$ cat config.mk
export PLATFORM = sky130hd
export DESIGN_NAME = agcl_top
export DESIGN_NICKNAME = d
export VERILOG_FILES = /design/src/agcl_pkg.sv /design/src/agcl_top.sv /design/src/agcl_mulshift.sv /design/src/agcl_cordic.sv
export SDC_FILE = /design/constraint.sdc
export NUM_CORES = 2
export LEC_CHECK = 0
export ABC_AREA = 1
export BUFFER_PORTS_ARGS = -buffer_cell sky130_fd_sc_hd__buf_2
export CORE_AREA = 3 3 369 298
export CTS_CLUSTER_SIZE = 16
export DETAILED_ROUTE_END_ITERATION = 8
export DIE_AREA = 0 0 372 301
export PLACE_DENSITY = 0.82
export SYNTH_ARGS = -nofsm -noshare
export SYNTH_HDL_FRONTEND = slang
export SYNTH_SLANG_ARGS = --single-unit
$ cat constraint.sdc
create_clock -name CLK_IN -period 14.4 [get_ports CLK_IN]
set_input_delay 0.72 -clock CLK_IN [delete_from_list [all_inputs] [get_ports CLK_IN]]
set_output_delay 0.72 -clock CLK_IN [all_outputs]
set_load 0.005 [all_outputs]
$ cat src/agcl_pkg.sv
// Operation
// RL1: gain lifts small signals from the low bits of 26-bit words into 16 bits
// RL2: filter samples pass the multiplier and shifter before resampling filters
// RL3: interpolated I and Q feed the polar converter giving magnitude and phase
// RL4: magnitude, error detector, error scaler, loop filter, then gain of the stage
// RL5: gain is taken when each sample enters; never changes mid sample
// RL6: shifter or multiplier overflow saturates the output, I and Q separately
// RL7: shifter gain is 2^N, N from 0 to 15, 6.021dB steps
// RL8: mantissa multiplier adds a factor one plus X, up to about 6dB
// RL9: gain mantissa carries 16 bits of resolution
// RL10: magnitude is 1.64676 times root of I squared plus Q squared
// RL11: error is threshold minus magnitude, feeding error scaling
// RL12: threshold sits in bits 16-28 of word 8, top bit reads zero
// RL13: threshold and error detector cover 0 to +3.9995
// RL14: a fixed gain can be chosen by configuration
// RL15: software fixes gain by equal limits, or wide limits and zero loop gain
// RL16: loop filter accumulates scaled error, clamped between the gain limits
// RL17: error scaling by 4-bit mantissa in sixteenths, then shift 2^0 to 2^-15
// RL18: two loop gain sets stored; select input low picks 0, high picks 1
// RL19: word 9 holds upper limit in bits 16-27, lower in bits 0-11
// RL20: accumulator splits into shifter exponent (top) and mantissa (below)
package agcl_pkg;

	// ----------------------------------------
	// widths
	// ----------------------------------------
	localparam int IN_W        = 26;
	localparam int OUT_W       = 16;
	localparam int FB_W        = 16;
	localparam int MANT_W      = 16;
	localparam int EXP_W       = 4;
	localparam int LIM_W       = 12;
	localparam int THR_W       = 12;
	localparam int MAG_W       = 12;
	localparam int LG_W        = 4;
	localparam int ACC_W       = 35;
	localparam int ACC_FRAC    = 31;
	localparam int CORDIC_ITER = 16;

	// ----------------------------------------
	// register map: word index, byte address is four times it
	// ----------------------------------------
	localparam logic [7:0] CW8_IDX  = 8'h08;
	localparam logic [7:0] CW9_IDX  = 8'h09;
	localparam logic [7:0] STAT_IDX = 8'h0A;
	localparam int THR_LSB    = 16;
	localparam int GS0_LSB    = 0;
	localparam int GS1_LSB    = 8;
	localparam int LIM_HI_LSB = 16;
	localparam int LIM_LO_LSB = 0;
	localparam logic [THR_W-1:0] THR_RST  = 12'h000;
	localparam logic [15:0]      GS_RST   = 16'h0000;
	localparam logic [LIM_W-1:0] LIM_RST  = 12'h000;
	localparam logic [2:0]       SIZE_WORD = 3'h2;

	// ----------------------------------------
	// converter states
	// ----------------------------------------
	typedef enum logic [1:0] {
		AGCL_IDLE = 2'b01,
		AGCL_RUN  = 2'b10
	} agcl_cordic_st_t;

endpackage

$ cat src/agcl_top.sv
// Added by the designer: the AHB-Lite slave port and the address map.
`timescale 1ns/100ps
module agcl_top
(
	input  wire logic                          CLK_IN,
	input  wire logic                          SYS_RST_IN,
	// ahb-lite slave
	input  wire logic                          HSEL_IN,
	input  wire logic [31:0]                   HADDR_IN,
	input  wire logic [1:0]                    HTRANS_IN,
	input  wire logic                          HWRITE_IN,
	input  wire logic [2:0]                    HSIZE_IN,
	input  wire logic [31:0]                   HWDATA_IN,
	input  wire logic                          HREADY_IN,
	output logic [31:0]                        HRDATA_OUT,
	output logic                               HREADYOUT_OUT,
	output logic                               HRESP_OUT,
	// filter result in, scaled result out
	input  wire logic signed [agcl_pkg::IN_W-1:0]  FIR_I_IN,
	input  wire logic signed [agcl_pkg::IN_W-1:0]  FIR_Q_IN,
	input  wire logic                          FIR_VALID_IN,
	output logic signed [agcl_pkg::OUT_W-1:0]  GAIN_I_OUT,
	output logic signed [agcl_pkg::OUT_W-1:0]  GAIN_Q_OUT,
	output logic                               GAIN_VALID_OUT,
	// interpolated samples back from the resampler
	input  wire logic signed [agcl_pkg::FB_W-1:0]  FB_I_IN,
	input  wire logic signed [agcl_pkg::FB_W-1:0]  FB_Q_IN,
	input  wire logic                          FB_VALID_IN,
	output logic                               FB_READY_OUT,
	output logic [agcl_pkg::MAG_W-1:0]         MAG_OUT,
	output logic [15:0]                        PHASE_OUT,
	output logic                               MAG_VALID_OUT,
	input  wire logic                          LOOP_GAIN_SET_SELECT_IN
);
	import agcl_pkg::*;

	logic [THR_W-1:0]          thr_reg;
	logic [15:0]               gs_reg;
	logic [LIM_W-1:0]          lim_hi_reg;
	logic [LIM_W-1:0]          lim_lo_reg;
	logic                      wr_pend_reg;
	logic [7:0]                wr_idx_reg;
	logic [31:0]               rdata_reg;
	logic [ACC_W-1:0]          acc_reg;
	logic [ACC_W-1:0]          acc_next;
	logic                      addr_ok;
	logic                      mapped;
	logic [7:0]                a_idx;
	logic [31:0]               cw8_img;
	logic [31:0]               cw9_img;
	logic [31:0]               rd_mux;
	logic [EXP_W-1:0]          g_exp;
	logic [MANT_W-1:0]         g_mant;
	logic [LG_W-1:0]           lg_m;
	logic [LG_W-1:0]           lg_e;
	logic signed [12:0]        err;
	logic signed [17:0]        prod;
	logic signed [ACC_W+1:0]   inc;
	logic signed [ACC_W+1:0]   sum;
	logic signed [ACC_W+1:0]   lo_ext;
	logic signed [ACC_W+1:0]   hi_ext;
	logic signed [ACC_W+1:0]   t;
	logic [MAG_W-1:0]          mag;
	logic                      mag_valid;

	// ----------------------------------------
	// bus slave
	// ----------------------------------------
	// zero wait states, every transfer answered okay
	assign HREADYOUT_OUT = 1'b1;
	assign HRESP_OUT     = 1'b0;
	assign HRDATA_OUT    = rdata_reg;

	assign addr_ok = HSEL_IN && HREADY_IN && HTRANS_IN[1];
	assign a_idx   = HADDR_IN[9:2];
	assign mapped  = (HADDR_IN[31:10] == 22'h0) && (HADDR_IN[1:0] == 2'h0);

	// register images; a write in its data phase is forwarded so a read right behind it sees new data
	always_comb begin
		cw8_img = {3'h0, 1'b0, thr_reg, gs_reg}; // RL12
		cw9_img = {4'h0, lim_hi_reg, 4'h0, lim_lo_reg}; // RL19
		if (wr_pend_reg && wr_idx_reg == CW8_IDX) begin
			cw8_img = {4'h0, HWDATA_IN[THR_LSB+THR_W-1:THR_LSB], HWDATA_IN[15:0]};
		end
		if (wr_pend_reg && wr_idx_reg == CW9_IDX) begin
			cw9_img = {4'h0, HWDATA_IN[LIM_HI_LSB+LIM_W-1:LIM_HI_LSB], 4'h0,
				HWDATA_IN[LIM_LO_LSB+LIM_W-1:LIM_LO_LSB]};
		end
		rd_mux = 32'h0;
		if (mapped) begin
			case (a_idx)
				CW8_IDX:  rd_mux = cw8_img;
				CW9_IDX:  rd_mux = cw9_img;
				STAT_IDX: rd_mux = {12'h0, g_exp, g_mant};
				default:  rd_mux = 32'h0;
			endcase
		end
	end

	// address phase capture; narrow writes are dropped
	always_ff @(posedge CLK_IN or posedge SYS_RST_IN) begin
		if (SYS_RST_IN) begin
			wr_pend_reg <= 1'b0;
			wr_idx_reg  <= 8'h0;
			rdata_reg   <= 32'h0;
		end else begin
			wr_pend_reg <= addr_ok && HWRITE_IN && mapped && (HSIZE_IN == SIZE_WORD);
			wr_idx_reg  <= a_idx;
			if (addr_ok && !HWRITE_IN) begin
				rdata_reg <= rd_mux;
			end
		end
	end

	// configuration words written in the data phase
	always_ff @(posedge CLK_IN or posedge SYS_RST_IN) begin
		if (SYS_RST_IN) begin
			thr_reg    <= THR_RST;
			gs_reg     <= GS_RST;
			lim_hi_reg <= LIM_RST;
			lim_lo_reg <= LIM_RST;
		end else if (wr_pend_reg) begin
			if (wr_idx_reg == CW8_IDX) begin
				thr_reg <= HWDATA_IN[THR_LSB+THR_W-1:THR_LSB]; // RL12 RL13
				gs_reg  <= HWDATA_IN[15:0];
			end
			if (wr_idx_reg == CW9_IDX) begin
				lim_hi_reg <= HWDATA_IN[LIM_HI_LSB+LIM_W-1:LIM_HI_LSB]; // RL19
				lim_lo_reg <= HWDATA_IN[LIM_LO_LSB+LIM_W-1:LIM_LO_LSB]; // RL19
			end
		end
	end

	// ----------------------------------------
	// forward path: multiplier and shifter per channel
	// ----------------------------------------
	// gain code split: exponent on top, 16-bit mantissa below
	assign g_exp  = acc_reg[ACC_W-1:ACC_FRAC]; // RL20
	assign g_mant = acc_reg[ACC_FRAC-1:ACC_FRAC-MANT_W]; // RL20 RL9

	for (genvar c = 0; c < 2; c++) begin : g_ch
		logic signed [OUT_W-1:0] ch_out;
		logic                    ch_vld;
		agcl_mulshift #(
			.IN_W   (IN_W),
			.OUT_W  (OUT_W),
			.MANT_W (MANT_W),
			.EXP_W  (EXP_W)
		) u_ms (
			.clk_in    (CLK_IN),
			.rst_in    (SYS_RST_IN),
			.data_in   ((c == 0) ? FIR_I_IN : FIR_Q_IN), // RL2
			.valid_in  (FIR_VALID_IN),
			.exp_in    (g_exp), // RL4
			.mant_in   (g_mant),
			.data_out  (ch_out),
			.valid_out (ch_vld)
		);
	end

	// each channel saturates on its own
	assign GAIN_I_OUT     = g_ch[0].ch_out; // RL6
	assign GAIN_Q_OUT     = g_ch[1].ch_out;
	assign GAIN_VALID_OUT = g_ch[0].ch_vld && g_ch[1].ch_vld;

	// ----------------------------------------
	// feedback: polar converter
	// ----------------------------------------
	agcl_cordic #(
		.FB_W  (FB_W),
		.MAG_W (MAG_W),
		.ITER  (CORDIC_ITER)
	) u_cordic (
		.clk_in    (CLK_IN),
		.rst_in    (SYS_RST_IN),
		.i_in      (FB_I_IN), // RL3
		.q_in      (FB_Q_IN),
		.valid_in  (FB_VALID_IN),
		.ready_out (FB_READY_OUT),
		.mag_out   (mag),
		.phase_out (PHASE_OUT),
		.valid_out (mag_valid)
	);
	assign MAG_OUT       = mag;
	assign MAG_VALID_OUT = mag_valid;

	// ----------------------------------------
	// error detector, scaler, loop filter
	// ----------------------------------------
	// error weight 1.0 moves the gain by 1.5dB, a quarter of one exponent step
	always_comb begin
		lg_m   = LOOP_GAIN_SET_SELECT_IN ? gs_reg[GS1_LSB+3:GS1_LSB] : gs_reg[GS0_LSB+3:GS0_LSB]; // RL18
		lg_e   = LOOP_GAIN_SET_SELECT_IN ? gs_reg[GS1_LSB+7:GS1_LSB+4] : gs_reg[GS0_LSB+7:GS0_LSB+4];
		err    = $signed({1'b0, thr_reg}) - $signed({1'b0, mag}); // RL11 RL13
		prod   = err * $signed({1'b0, lg_m}); // RL17
		inc    = (ACC_W+2)'(prod) <<< lg_e; // RL17
		sum    = $signed({2'b00, acc_reg}) + (mag_valid ? inc : '0); // RL16 RL4
		lo_ext = $signed({2'b00, lim_lo_reg, {(ACC_W-LIM_W){1'b0}}});
		hi_ext = $signed({2'b00, lim_hi_reg, {(ACC_W-LIM_W){1'b0}}});
		t      = (sum < lo_ext) ? lo_ext : sum; // RL16
		t      = (t > hi_ext) ? hi_ext : t; // RL16 RL14
		acc_next = t[ACC_W-1:0];
	end

	// clamps every cycle so new limits take hold without waiting for a sample
	always_ff @(posedge CLK_IN or posedge SYS_RST_IN) begin
		if (SYS_RST_IN) begin
			acc_reg <= '0;
		end else begin
			acc_reg <= acc_next; // RL16
		end
	end

	// ----------------------------------------
	// checks
	// ----------------------------------------
	AST_BUS_OKAY: assert property (@(posedge CLK_IN) disable iff (SYS_RST_IN)
		HREADYOUT_OUT && !HRESP_OUT)
		else $error("slave left zero-wait okay");
	AST_ACC_HI: assert property (@(posedge CLK_IN) disable iff (SYS_RST_IN) // RL16
		1'b1 |=> {2'b00, acc_reg} <= $past(hi_ext))
		else $error("gain above upper limit");
	AST_ACC_LO: assert property (@(posedge CLK_IN) disable iff (SYS_RST_IN) // RL16
		lim_lo_reg <= lim_hi_reg |=> {2'b00, acc_reg} >= $past(lo_ext))
		else $error("gain below lower limit");
	AST_FIXED: assert property (@(posedge CLK_IN) disable iff (SYS_RST_IN) // RL14
		lg_m == 0 && !wr_pend_reg && {2'b00, acc_reg} <= hi_ext
			&& {2'b00, acc_reg} >= lo_ext |=> $stable(acc_reg))
		else $error("gain moved with zero loop gain");
	AST_DIR: assert property (@(posedge CLK_IN) disable iff (SYS_RST_IN) // RL11
		mag_valid && mag > thr_reg && !wr_pend_reg && {2'b00, acc_reg} <= hi_ext
			&& {2'b00, acc_reg} >= lo_ext |=> acc_reg <= $past(acc_reg))
		else $error("gain rose while magnitude above target");
	AST_PASS: assert property (@(posedge CLK_IN) disable iff (SYS_RST_IN) // RL2
		FIR_VALID_IN |=> GAIN_VALID_OUT)
		else $error("scaled sample not delivered next cycle");
	AST_THR_RZ: assert property (@(posedge CLK_IN) disable iff (SYS_RST_IN) // RL12
		addr_ok && !HWRITE_IN && mapped && a_idx == CW8_IDX |=> !HRDATA_OUT[28])
		else $error("threshold top bit read nonzero");
endmodule

$ cat src/agcl_mulshift.sv
`timescale 1ns/100ps
module agcl_mulshift #(
	parameter int IN_W   = 26,
	parameter int OUT_W  = 16,
	parameter int MANT_W = 16,
	parameter int EXP_W  = 4
) (
	input  wire logic                     clk_in,
	input  wire logic                     rst_in,
	input  wire logic signed [IN_W-1:0]   data_in,
	input  wire logic                     valid_in,
	input  wire logic [EXP_W-1:0]         exp_in,
	input  wire logic [MANT_W-1:0]        mant_in,
	output logic signed [OUT_W-1:0]       data_out,
	output logic                          valid_out
);
	localparam int PR_W = IN_W + MANT_W + 2;
	localparam int SH_W = PR_W + (1 << EXP_W) - 1;
	localparam int LO   = MANT_W + IN_W - OUT_W;

	logic signed [PR_W-1:0]       prod;
	logic signed [SH_W-1:0]       sh;
	logic [SH_W-LO-OUT_W:0]       top;
	logic                         ovf;
	logic signed [OUT_W-1:0]      sat_val;

	// ----------------------------------------
	// gain: 2^N times (1 + X/2^16), keep top 16 of 26 bits
	// ----------------------------------------
	always_comb begin
		prod    = data_in * $signed({2'b01, mant_in}); // RL8 RL9
		sh      = SH_W'(prod) <<< exp_in; // RL7
		top     = sh[SH_W-1:LO+OUT_W-1];
		ovf     = !((&top) || !(|top)); // RL6
		sat_val = sh[SH_W-1] ? {1'b1, {(OUT_W-1){1'b0}}} : {1'b0, {(OUT_W-1){1'b1}}};
	end

	// gain is only looked at in the cycle the sample enters
	always_ff @(posedge clk_in or posedge rst_in) begin
		if (rst_in) begin
			data_out  <= '0;
			valid_out <= 1'b0;
		end else begin
			valid_out <= valid_in;
			if (valid_in) begin
				data_out <= ovf ? sat_val : sh[LO+OUT_W-1:LO]; // RL5 RL6 RL1
			end
		end
	end

	AST_SAT_HI: assert property (@(posedge clk_in) disable iff (rst_in) // RL6
		valid_in && ovf && !sh[SH_W-1] |=> data_out == {1'b0, {(OUT_W-1){1'b1}}})
		else $error("positive overflow not saturated");
	AST_HOLD: assert property (@(posedge clk_in) disable iff (rst_in) // RL5
		!valid_in |=> $stable(data_out))
		else $error("output moved without a new sample");
	AST_UNITY: assert property (@(posedge clk_in) disable iff (rst_in) // RL1
		valid_in && exp_in == 0 && mant_in == 0 |=> data_out == $past(data_in[IN_W-1:IN_W-OUT_W]))
		else $error("unity gain did not pass top bits");
endmodule

$ cat src/agcl_cordic.sv
`timescale 1ns/100ps
module agcl_cordic #(
	parameter int FB_W  = 16,
	parameter int MAG_W = 12,
	parameter int ITER  = 16
) (
	input  wire logic                    clk_in,
	input  wire logic                    rst_in,
	input  wire logic signed [FB_W-1:0]  i_in,
	input  wire logic signed [FB_W-1:0]  q_in,
	input  wire logic                    valid_in,
	output logic                         ready_out,
	output logic [MAG_W-1:0]             mag_out,
	output logic [15:0]                  phase_out,
	output logic                         valid_out
);
	import agcl_pkg::*;

	localparam logic [15:0] ATAN [16] = '{16'h2000, 16'h12E4, 16'h09FB, 16'h0511, 16'h028B, 16'h0146,
		16'h00A3, 16'h0051, 16'h0029, 16'h0014, 16'h000A, 16'h0005, 16'h0003, 16'h0001, 16'h0001, 16'h0000};

	agcl_cordic_st_t              st_reg;
	logic signed [FB_W+2:0]       x_reg;
	logic signed [FB_W+2:0]       y_reg;
	logic [15:0]                  z_reg;
	logic [3:0]                   k_reg;
	logic signed [FB_W+2:0]       x_next;
	logic signed [FB_W+2:0]       y_next;
	logic [15:0]                  z_next;

	assign ready_out = (st_reg == AGCL_IDLE);

	// ----------------------------------------
	// one vectoring micro-rotation per clock, gain 1.64676 falls out
	// ----------------------------------------
	always_comb begin
		if (!y_reg[FB_W+2]) begin
			x_next = x_reg + (y_reg >>> k_reg);
			y_next = y_reg - (x_reg >>> k_reg);
			z_next = z_reg + ATAN[k_reg];
		end else begin
			x_next = x_reg - (y_reg >>> k_reg);
			y_next = y_reg + (x_reg >>> k_reg);
			z_next = z_reg - ATAN[k_reg];
		end
	end

	// left half plane is folded by 180 deg first so x starts positive
	always_ff @(posedge clk_in or posedge rst_in) begin
		if (rst_in) begin
			st_reg    <= AGCL_IDLE;
			x_reg     <= '0;
			y_reg     <= '0;
			z_reg     <= '0;
			k_reg     <= '0;
			mag_out   <= '0;
			phase_out <= '0;
			valid_out <= 1'b0;
		end else begin
			valid_out <= 1'b0;
			case (st_reg)
				AGCL_IDLE: begin
					if (valid_in) begin
						x_reg  <= i_in[FB_W-1] ? -(FB_W+3)'(i_in) : (FB_W+3)'(i_in); // RL3
						y_reg  <= i_in[FB_W-1] ? -(FB_W+3)'(q_in) : (FB_W+3)'(q_in);
						z_reg  <= i_in[FB_W-1] ? 16'h8000 : 16'h0000;
						k_reg  <= '0;
						st_reg <= AGCL_RUN;
					end
				end
				AGCL_RUN: begin
					x_reg <= x_next;
					y_reg <= y_next;
					z_reg <= z_next;
					k_reg <= k_reg + 4'h1;
					if (k_reg == 4'(ITER - 1)) begin
						mag_out   <= x_next[FB_W:FB_W-MAG_W+1]; // RL10
						phase_out <= z_next; // RL3
						valid_out <= 1'b1;
						st_reg    <= AGCL_IDLE;
					end
				end
				default: st_reg <= AGCL_IDLE;
			endcase
		end
	end

	AST_MAG_TIME: assert property (@(posedge clk_in) disable iff (rst_in) // RL3
		valid_in && ready_out |-> ##17 valid_out)
		else $error("magnitude not ready on time after start");
	AST_MAG_ZERO: assert property (@(posedge clk_in) disable iff (rst_in) // RL10
		valid_in && ready_out && i_in == 0 && q_in == 0 |-> ##17 mag_out == 0)
		else $error("zero input gave nonzero magnitude");
endmodule

# Word-level counts from Yosys, hierarchy flattened
# Memory sizes are Yosys's and may differ from the RTL's.
# Index checks and enable logic that the tools add are counted.
# totals
reg_bits	250
latch_bits	0
ramBits	0
rom_bits	256
in_bits	161
wordCells	114
memories	1
# memory_table
memory	depth	word_bits	rd	rd_clocked_by_memory_dff	wr	line	text
(name not given)	16	16	1	0	0	agcl_cordic.sv:40	z_next = z_reg + ATAN[k_reg];
# classes
addsub	11
mul	3
n_div	0
magnitude_cmp	3
n_eq_ne	11
shift	5
mux	34
bitwise_logic	1
reduce_logical	26
# ops
cell	n
$mux W16	9
$sshl A44 B4 Y59	2
$mux W19	6
$pmux W32 S3	1
$mul A26 B18 Y44	2
$pmux W19 S2	2
$mux W37	2
$mux W28	2
$eq A8 B4 Y1 const B	5
$add A19 B19 Y19	2
$neg A16 Y19	2
$sshr A19 B4 Y19	2
$sub A19 B19 Y19	2
$add A35 B37 Y37	1
$gt A37 B36 Y1	1
$lt A37 B36 Y1	1
$sshl A18 B4 Y37	1
$reduce_and A18 Y1	2
$reduce_or A18 Y1	2
$mux W35	1
$mux W32	1
$pmux W16 S2	1
$logic_not A22 Y1	1
$mul A13 B5 Y18	1
other kinds (23)	42

# Depth between registers and ports, before layout
# logic_depth
ltp_word	9
ltp_mapped	74

# Modules after synthesis
# Synthesis repeated with hierarchy kept, for this count alone.
# hier_totals
cells_unflattened	9010
area_unflattened_um2	61353.8
# by_module_without_submodules
module	instances	cells_per_inst	area_each_um2
agcl_mulshift at g_ch[0].u_ms	1	2884	19829.0
agcl_mulshift at g_ch[1].u_ms	1	2796	19464.9
agcl_top	1	1754	11994.0
agcl_cordic	1	1576	10065.9

# Worst setup path before layout
# OpenSTA, ideal clock, no wires.
# synth_timing
path_type	reg-to-reg
startpoint	register u_cordic.mag_out[0]
endpoint	register acc_reg[30]
setup_time_ns	0.121
arrival_time_ns	10.091
required_ns	14.279
path_slack_ns	4.188
stages_incl_launch_ff	68
path_buffers	4
synth_period_minus_slack_ns	10.212
cell_sequence	dfrtp_1 ha_1 fa_1 nand3b_1 and2_1 inv_2 a21oi_1 nor2_1 nor2_1 xor2_1 nor2_1 ha_1 fa_1 inv_1 fa_1 inv_1 ha_1 nand2_1 [... 32 more ...] nor2_1 ha_1 inv_1 clkbuf_1 buf_1 o21ai_0 ha_1 nand2_1 nor2_1 a211oi_1 o2111ai_1 inv_1 nand2_1 nand3_1 buf_4 buf_6 nand2_1 o21ai_1
# synth_between
elab_chain_cells	9
# synth_rtl
item	line	text
start, declared	agcl_cordic.sv:13	output logic [MAG_W-1:0] mag_out,
start signal, assigned	agcl_cordic.sv:77	mag_out <= x_next[FB_W:FB_W-MAG_W+1];
$sub A12 B12 Y13 *	agcl_top.sv:194	err = $signed({1'b0, thr_reg}) - $signed({1'b0, mag});
$mul A13 B5 Y18 *	agcl_top.sv:195	prod = err * $signed({1'b0, lg_m});
$sshl A18 B4 Y37 *	agcl_top.sv:196	inc = (ACC_W+2)'(prod) <<< lg_e;
$mux W37 *	agcl_top.sv:197	sum = $signed({2'b00, acc_reg}) + (mag_valid ? inc : '0);
$add A35 B37 Y37 *	agcl_top.sv:197	
$lt A37 B36 Y1	agcl_top.sv:200	t = (sum < lo_ext) ? lo_ext : sum;
$mux W37 *	agcl_top.sv:200	
$gt A37 B36 Y1	agcl_top.sv:201	t = (t > hi_ext) ? hi_ext : t;
$mux W35 *	agcl_top.sv:201	
net t[30]	agcl_top.sv:62	logic signed [ACC_W+1:0] t;
end signal, assigned	agcl_top.sv:210	acc_reg <= acc_next;
end signal, assigned	agcl_top.sv:227	lg_m == 0 && !wr_pend_reg && {2'b00, acc_reg} <= hi_ext
end signal, assigned	agcl_top.sv:231	mag_valid && mag > thr_reg && !wr_pend_reg && {2'b00, acc_reg} <= hi_ext
end, declared	agcl_top.sv:44	logic [ACC_W-1:0] acc_reg;
# Mark *: on every way through the listed nets, which the timed path passes. The rest lies on a longest branch.
# A chain may end at the register's enable or synchronous reset.

# Worst setup path in the final report
# layout_timing
startpoint	register thr_reg[0]
endpoint	register acc_reg[17]
# layout_between
elab_chain_cells	9
# layout_rtl
item	line	text
start, declared	agcl_top.sv:37	logic [THR_W-1:0] thr_reg;
start signal, assigned	agcl_top.sv:124	thr_reg <= HWDATA_IN[THR_LSB+THR_W-1:THR_LSB];
$sub A12 B12 Y13 *	agcl_top.sv:194	
$mul A13 B5 Y18 *	agcl_top.sv:195	
$sshl A18 B4 Y37 *	agcl_top.sv:196	
$mux W37 *	agcl_top.sv:197	
$add A35 B37 Y37 *	agcl_top.sv:197	
$lt A37 B36 Y1	agcl_top.sv:200	
$mux W37 *	agcl_top.sv:200	
$gt A37 B36 Y1	agcl_top.sv:201	
$mux W35 *	agcl_top.sv:201	
net t[17]	agcl_top.sv:62	
# Marks and branches as above.

==> summary.txt <==
Run status
  • Status: finished, final reports clean

Pwr
  • Total Power: 10500 uW
  • Power share of the combinational group: 83.3%
  • LEAKAGE: 0.0351 uW
  • Sw Ratio: 59.2%
  • Clock network fraction of design power: 8.0%
  • Flop pwr share: 8.6%
  • Pwr/cell area: 171 nW/um^2
  • P_sw: 6230 uW
  • Worst VDD drop: 0.145 mV
  • P_int: 4300 uW

Routing
  • Vias per inst: 5.48
  • Post-route DRC: 0
  • Antenna Nets Post-Route: 0
  • Total Wirelength: 169000 um
  • Iteration-0 DRC Markers: 4947
  • DRT Pass-1 Iters: 6
  • Total vias in the final route: 53800
  • WL/cell: 17.2 um

Floorplanning
  • FP Rows: 107
  • Top Ports: 258
  • Die ar.: 112000 sq um
  • Die W: 372 um
  • CORE AREA: 106000 sq um
  • Die Ht: 301 um
  • Starting Density: 55.0%

Critical path
  • Reg2Reg Setup Slack: 1.42 ns
  • Crit-path max FO: 23
  • Delay-heaviest family, CP: adder cells
  • Worst Setup End Kind: flop
  • Bufs and invs on worst path: 10
  • Critical R2R Capture: acc_reg[17]$_DFF_PP0_
  • Most common cell type on the critical path: a21oi_1
  • CP startpoint kind: flop
  • CP peak stage delay: 0.61 ns
  • FF-to-FF Start: thr_reg[0]$_DFFE_PP0P_
  • Worst EP arrival: 13.55 ns
  • Setup CP Type: flop to flop
  • Worst r2r path cells: 63
  • Critical Path RT: 14.97 ns
  • Critical path's slowest cell: ha_1

Timing
  • Clock skew: 0.0165 ns
  • Final Setup Violations: 0
  • Crit path time final: 12.98 ns
  • Measured slew at the worst slew-check pin: 1.06 ns
  • RSZ-0062 raised after global routing: no
  • Tcrit/Tclk final: 90.1%
  • WHS: 0.216 ns
  • Fin. Hold Viols: 0
  • FMAX: 77.1 MHz
  • Worst slew margin: 29.1%
  • Slew Limit Fails: 0
  • Setup TNS: 0 ns

Synth
  • Mapped cell area: 58500 sq um
  • Asr flop ratio synth: 100%
  • EDFF count, synth: 0
  • Ys flop type: dfrtp_1
  • Seq/Total Area, Yosys: 10.5%
  • Distinct cell type count after synthesis: 72
  • Cells after synthesis: 8403
  • Flops & latches, synth: 246
  • Synth warn: 0
  • Syn Area/Cell: 6.97 sq um

Final layout
  • Number of flip-flops in the largest register: 35
  • Final Cell Area: 61500 sq um
  • Fraction of layout cells with a size suffix above 1: 5.71%
  • Layout area overhead: 5.15%
  • Final core occ: 57.8%
  • Fin nets: 9785

Global route
  • GRT Util Overall: 30.7%
  • Total gr overflow: 0
  • Pin count of the biggest net entering global routing: 100
  • First-pass GRT wire length: 279000 um
  • Vias in the first global route: 54900
  • Antenna violations before repair: 11

Placed design
  • Placed Area: 60400 sq um
  • Post-DP HPWL: 136000 um
  • PortBufs: 246
  • Routability cong.: 0.983

CTS
  • Root buffer cell: clkbuf_16
  • Post_cts resized: 0
  • Post-CTS setup buffers: 0
  • Htree depth: 1
  • Number of sinks on the clock net: 246
  • Worst skew pair latency: 0.63 ns
  • Longest Clk Path Bufs: 3
  • CTS tree: built
  • Hold-fix buffers at CTS: 0
  • Worst-path clk slew: 0.06 ns
  • CTS buffer count: 31

Hold path
  • HP Start: HADDR_IN[6]
  • Hold WC Path Type: input port to flop
  • Hold path cells: 1
  • Hold EP: wr_idx_reg[4]$_DFF_PP0_

Flow run
  • Maxcap violations: 0
-- synthesized netlist by cell type (all sizes together), types with 8 or more instances --
| cell | count | area (sq um) |
|---|---|---|
| nand4 | 40 | 256 |
| xor2 | 104 | 911 |
| a31o | 9 | 78.8 |
| o21a | 9 | 67.6 |
| nor4 | 22 | 144 |
| o22ai | 21 | 131 |
| inv | 1877 | 7050 |
| o21ai | 398 | 2010 |
| o31ai | 8 | 60.1 |
| and2 | 10 | 63.8 |
| ha | 370 | 4630 |
| buf | 71 | 398 |
| o21bai | 44 | 330 |
| nand2 | 2487 | 9380 |
| nand3b | 12 | 90.1 |
| fa | 890 | 17800 |
| o211ai | 30 | 230 |
| nor2 | 439 | 1670 |
| a21oi | 287 | 1440 |
| a211oi | 9 | 67.6 |
| a31oi | 29 | 181 |
| nor3 | 54 | 302 |
| a22o | 38 | 333 |
| xnor2 | 47 | 427 |
| nand3 | 428 | 2200 |
| clkbuf | 300 | 1130 |
| a21o | 9 | 67.6 |
| mux2i | 28 | 280 |
| clkinv | 11 | 41.3 |
| or2 | 27 | 169 |
| dfrtp | 245 | 6130 |
-- power by group through the flow --
stage | sequential [uW] | clock (uW) | combinational (uW)
floorplan | 895 | 0 | 6430
global placement | 913 | 0 | 8400
detailed placement | 914 | 0 | 8550
CTS | 904 | 858 | 8610
global route | 919 | 888 | 9870
finish | 909 | 845 | 8770
-- through the flow --
stage	setup WS, ns	instances
2_1_floorplan	4.19	8407
3_3_place_gp	1.99	9748
5_1_grt	0.254	9808
4_1_cts	1.77	9806
3_5_place_dp	1.78	9748
6_report	1.42	9813
-- cell type report --
cell class	count	area [sq um]
Fill cell	9741	44900
Multi-Input combinational cell	5902	43800
Inverter	1888	7090
Sequential cell	246	6180
Tap cell	1417	1770
Timing Repair Buffer	295	1600
Clock buffer	35	821
Clock inverter	23	270
Antenna cell	7	17.5
-- cell usage in the layout, fill, tap and decap left out, types with 104 or more instances in the layout --
| master | instances |
|---|---|
| fa_1 | 890 |
| xor2_1 | 104 |
| o21ai_0 | 369 |
| inv_1 | 1869 |
| a21oi_1 | 285 |
| ha_1 | 370 |
| nand3_1 | 415 |
| nand2_1 | 2473 |
| nor2_1 | 428 |
| dfrtp_1 | 225 |
| buf_2 | 246 |
-- worst max path at each step --
stage                                          startpoint               endpoint  slack (ns)  cells after the start
after floorplan           u_cordic.mag_out[0]$_DFFE_PP0P_  acc_reg[30]$_DFF_PP0_        4.19                     67
after global placement    u_cordic.mag_out[0]$_DFFE_PP0P_  acc_reg[17]$_DFF_PP0_        1.99                     63
after detailed placement  u_cordic.mag_out[1]$_DFFE_PP0P_  acc_reg[17]$_DFF_PP0_        1.78                     66
after CTS                 u_cordic.mag_out[2]$_DFFE_PP0P_  acc_reg[17]$_DFF_PP0_        1.77                     66
after global routing               thr_reg[0]$_DFFE_PP0P_  acc_reg[17]$_DFF_PP0_        0.25                     64
final                              thr_reg[0]$_DFFE_PP0P_  acc_reg[17]$_DFF_PP0_        1.42                     63
-- kinds of logic after synthesis --
group / count (synthesis) / share of synthesized area, %
muxes: 28 / 0.479
other: 2 / 0.0128
AOI/OAI and AO/OA: 930 / 9.14
and+or+nand+nor: 3527 / 24.5
adders and majority gates: 1260 / 38.3
xor gates and xnor gates: 151 / 2.29
buffers and inverters: 2259 / 14.7
DFF: 246 / 10.5
-- worst reg2reg max path, delay by kind of cell, from the launching register on --
kind / cells / cell delay, ns
fa+ha+maj: 9 / 3.49
compound gates: 21 / 3.40
simple gates: 20 / 3.22
buf+inv: 10 / 1.61
xor+xnor: 3 / 0.84
flops: 1 / 0.37
-- layer usage --
layer	GRT usage [%]	vias to the layer above	share of wire, %
met4	8.11	8	2.7
li1	-	25200	-
met1	43.7	26000	44
met2	49.3	2222	45
met5	0	-	0.029
met3	4.43	318	8.4
Power figures use the tool's default switching activity.
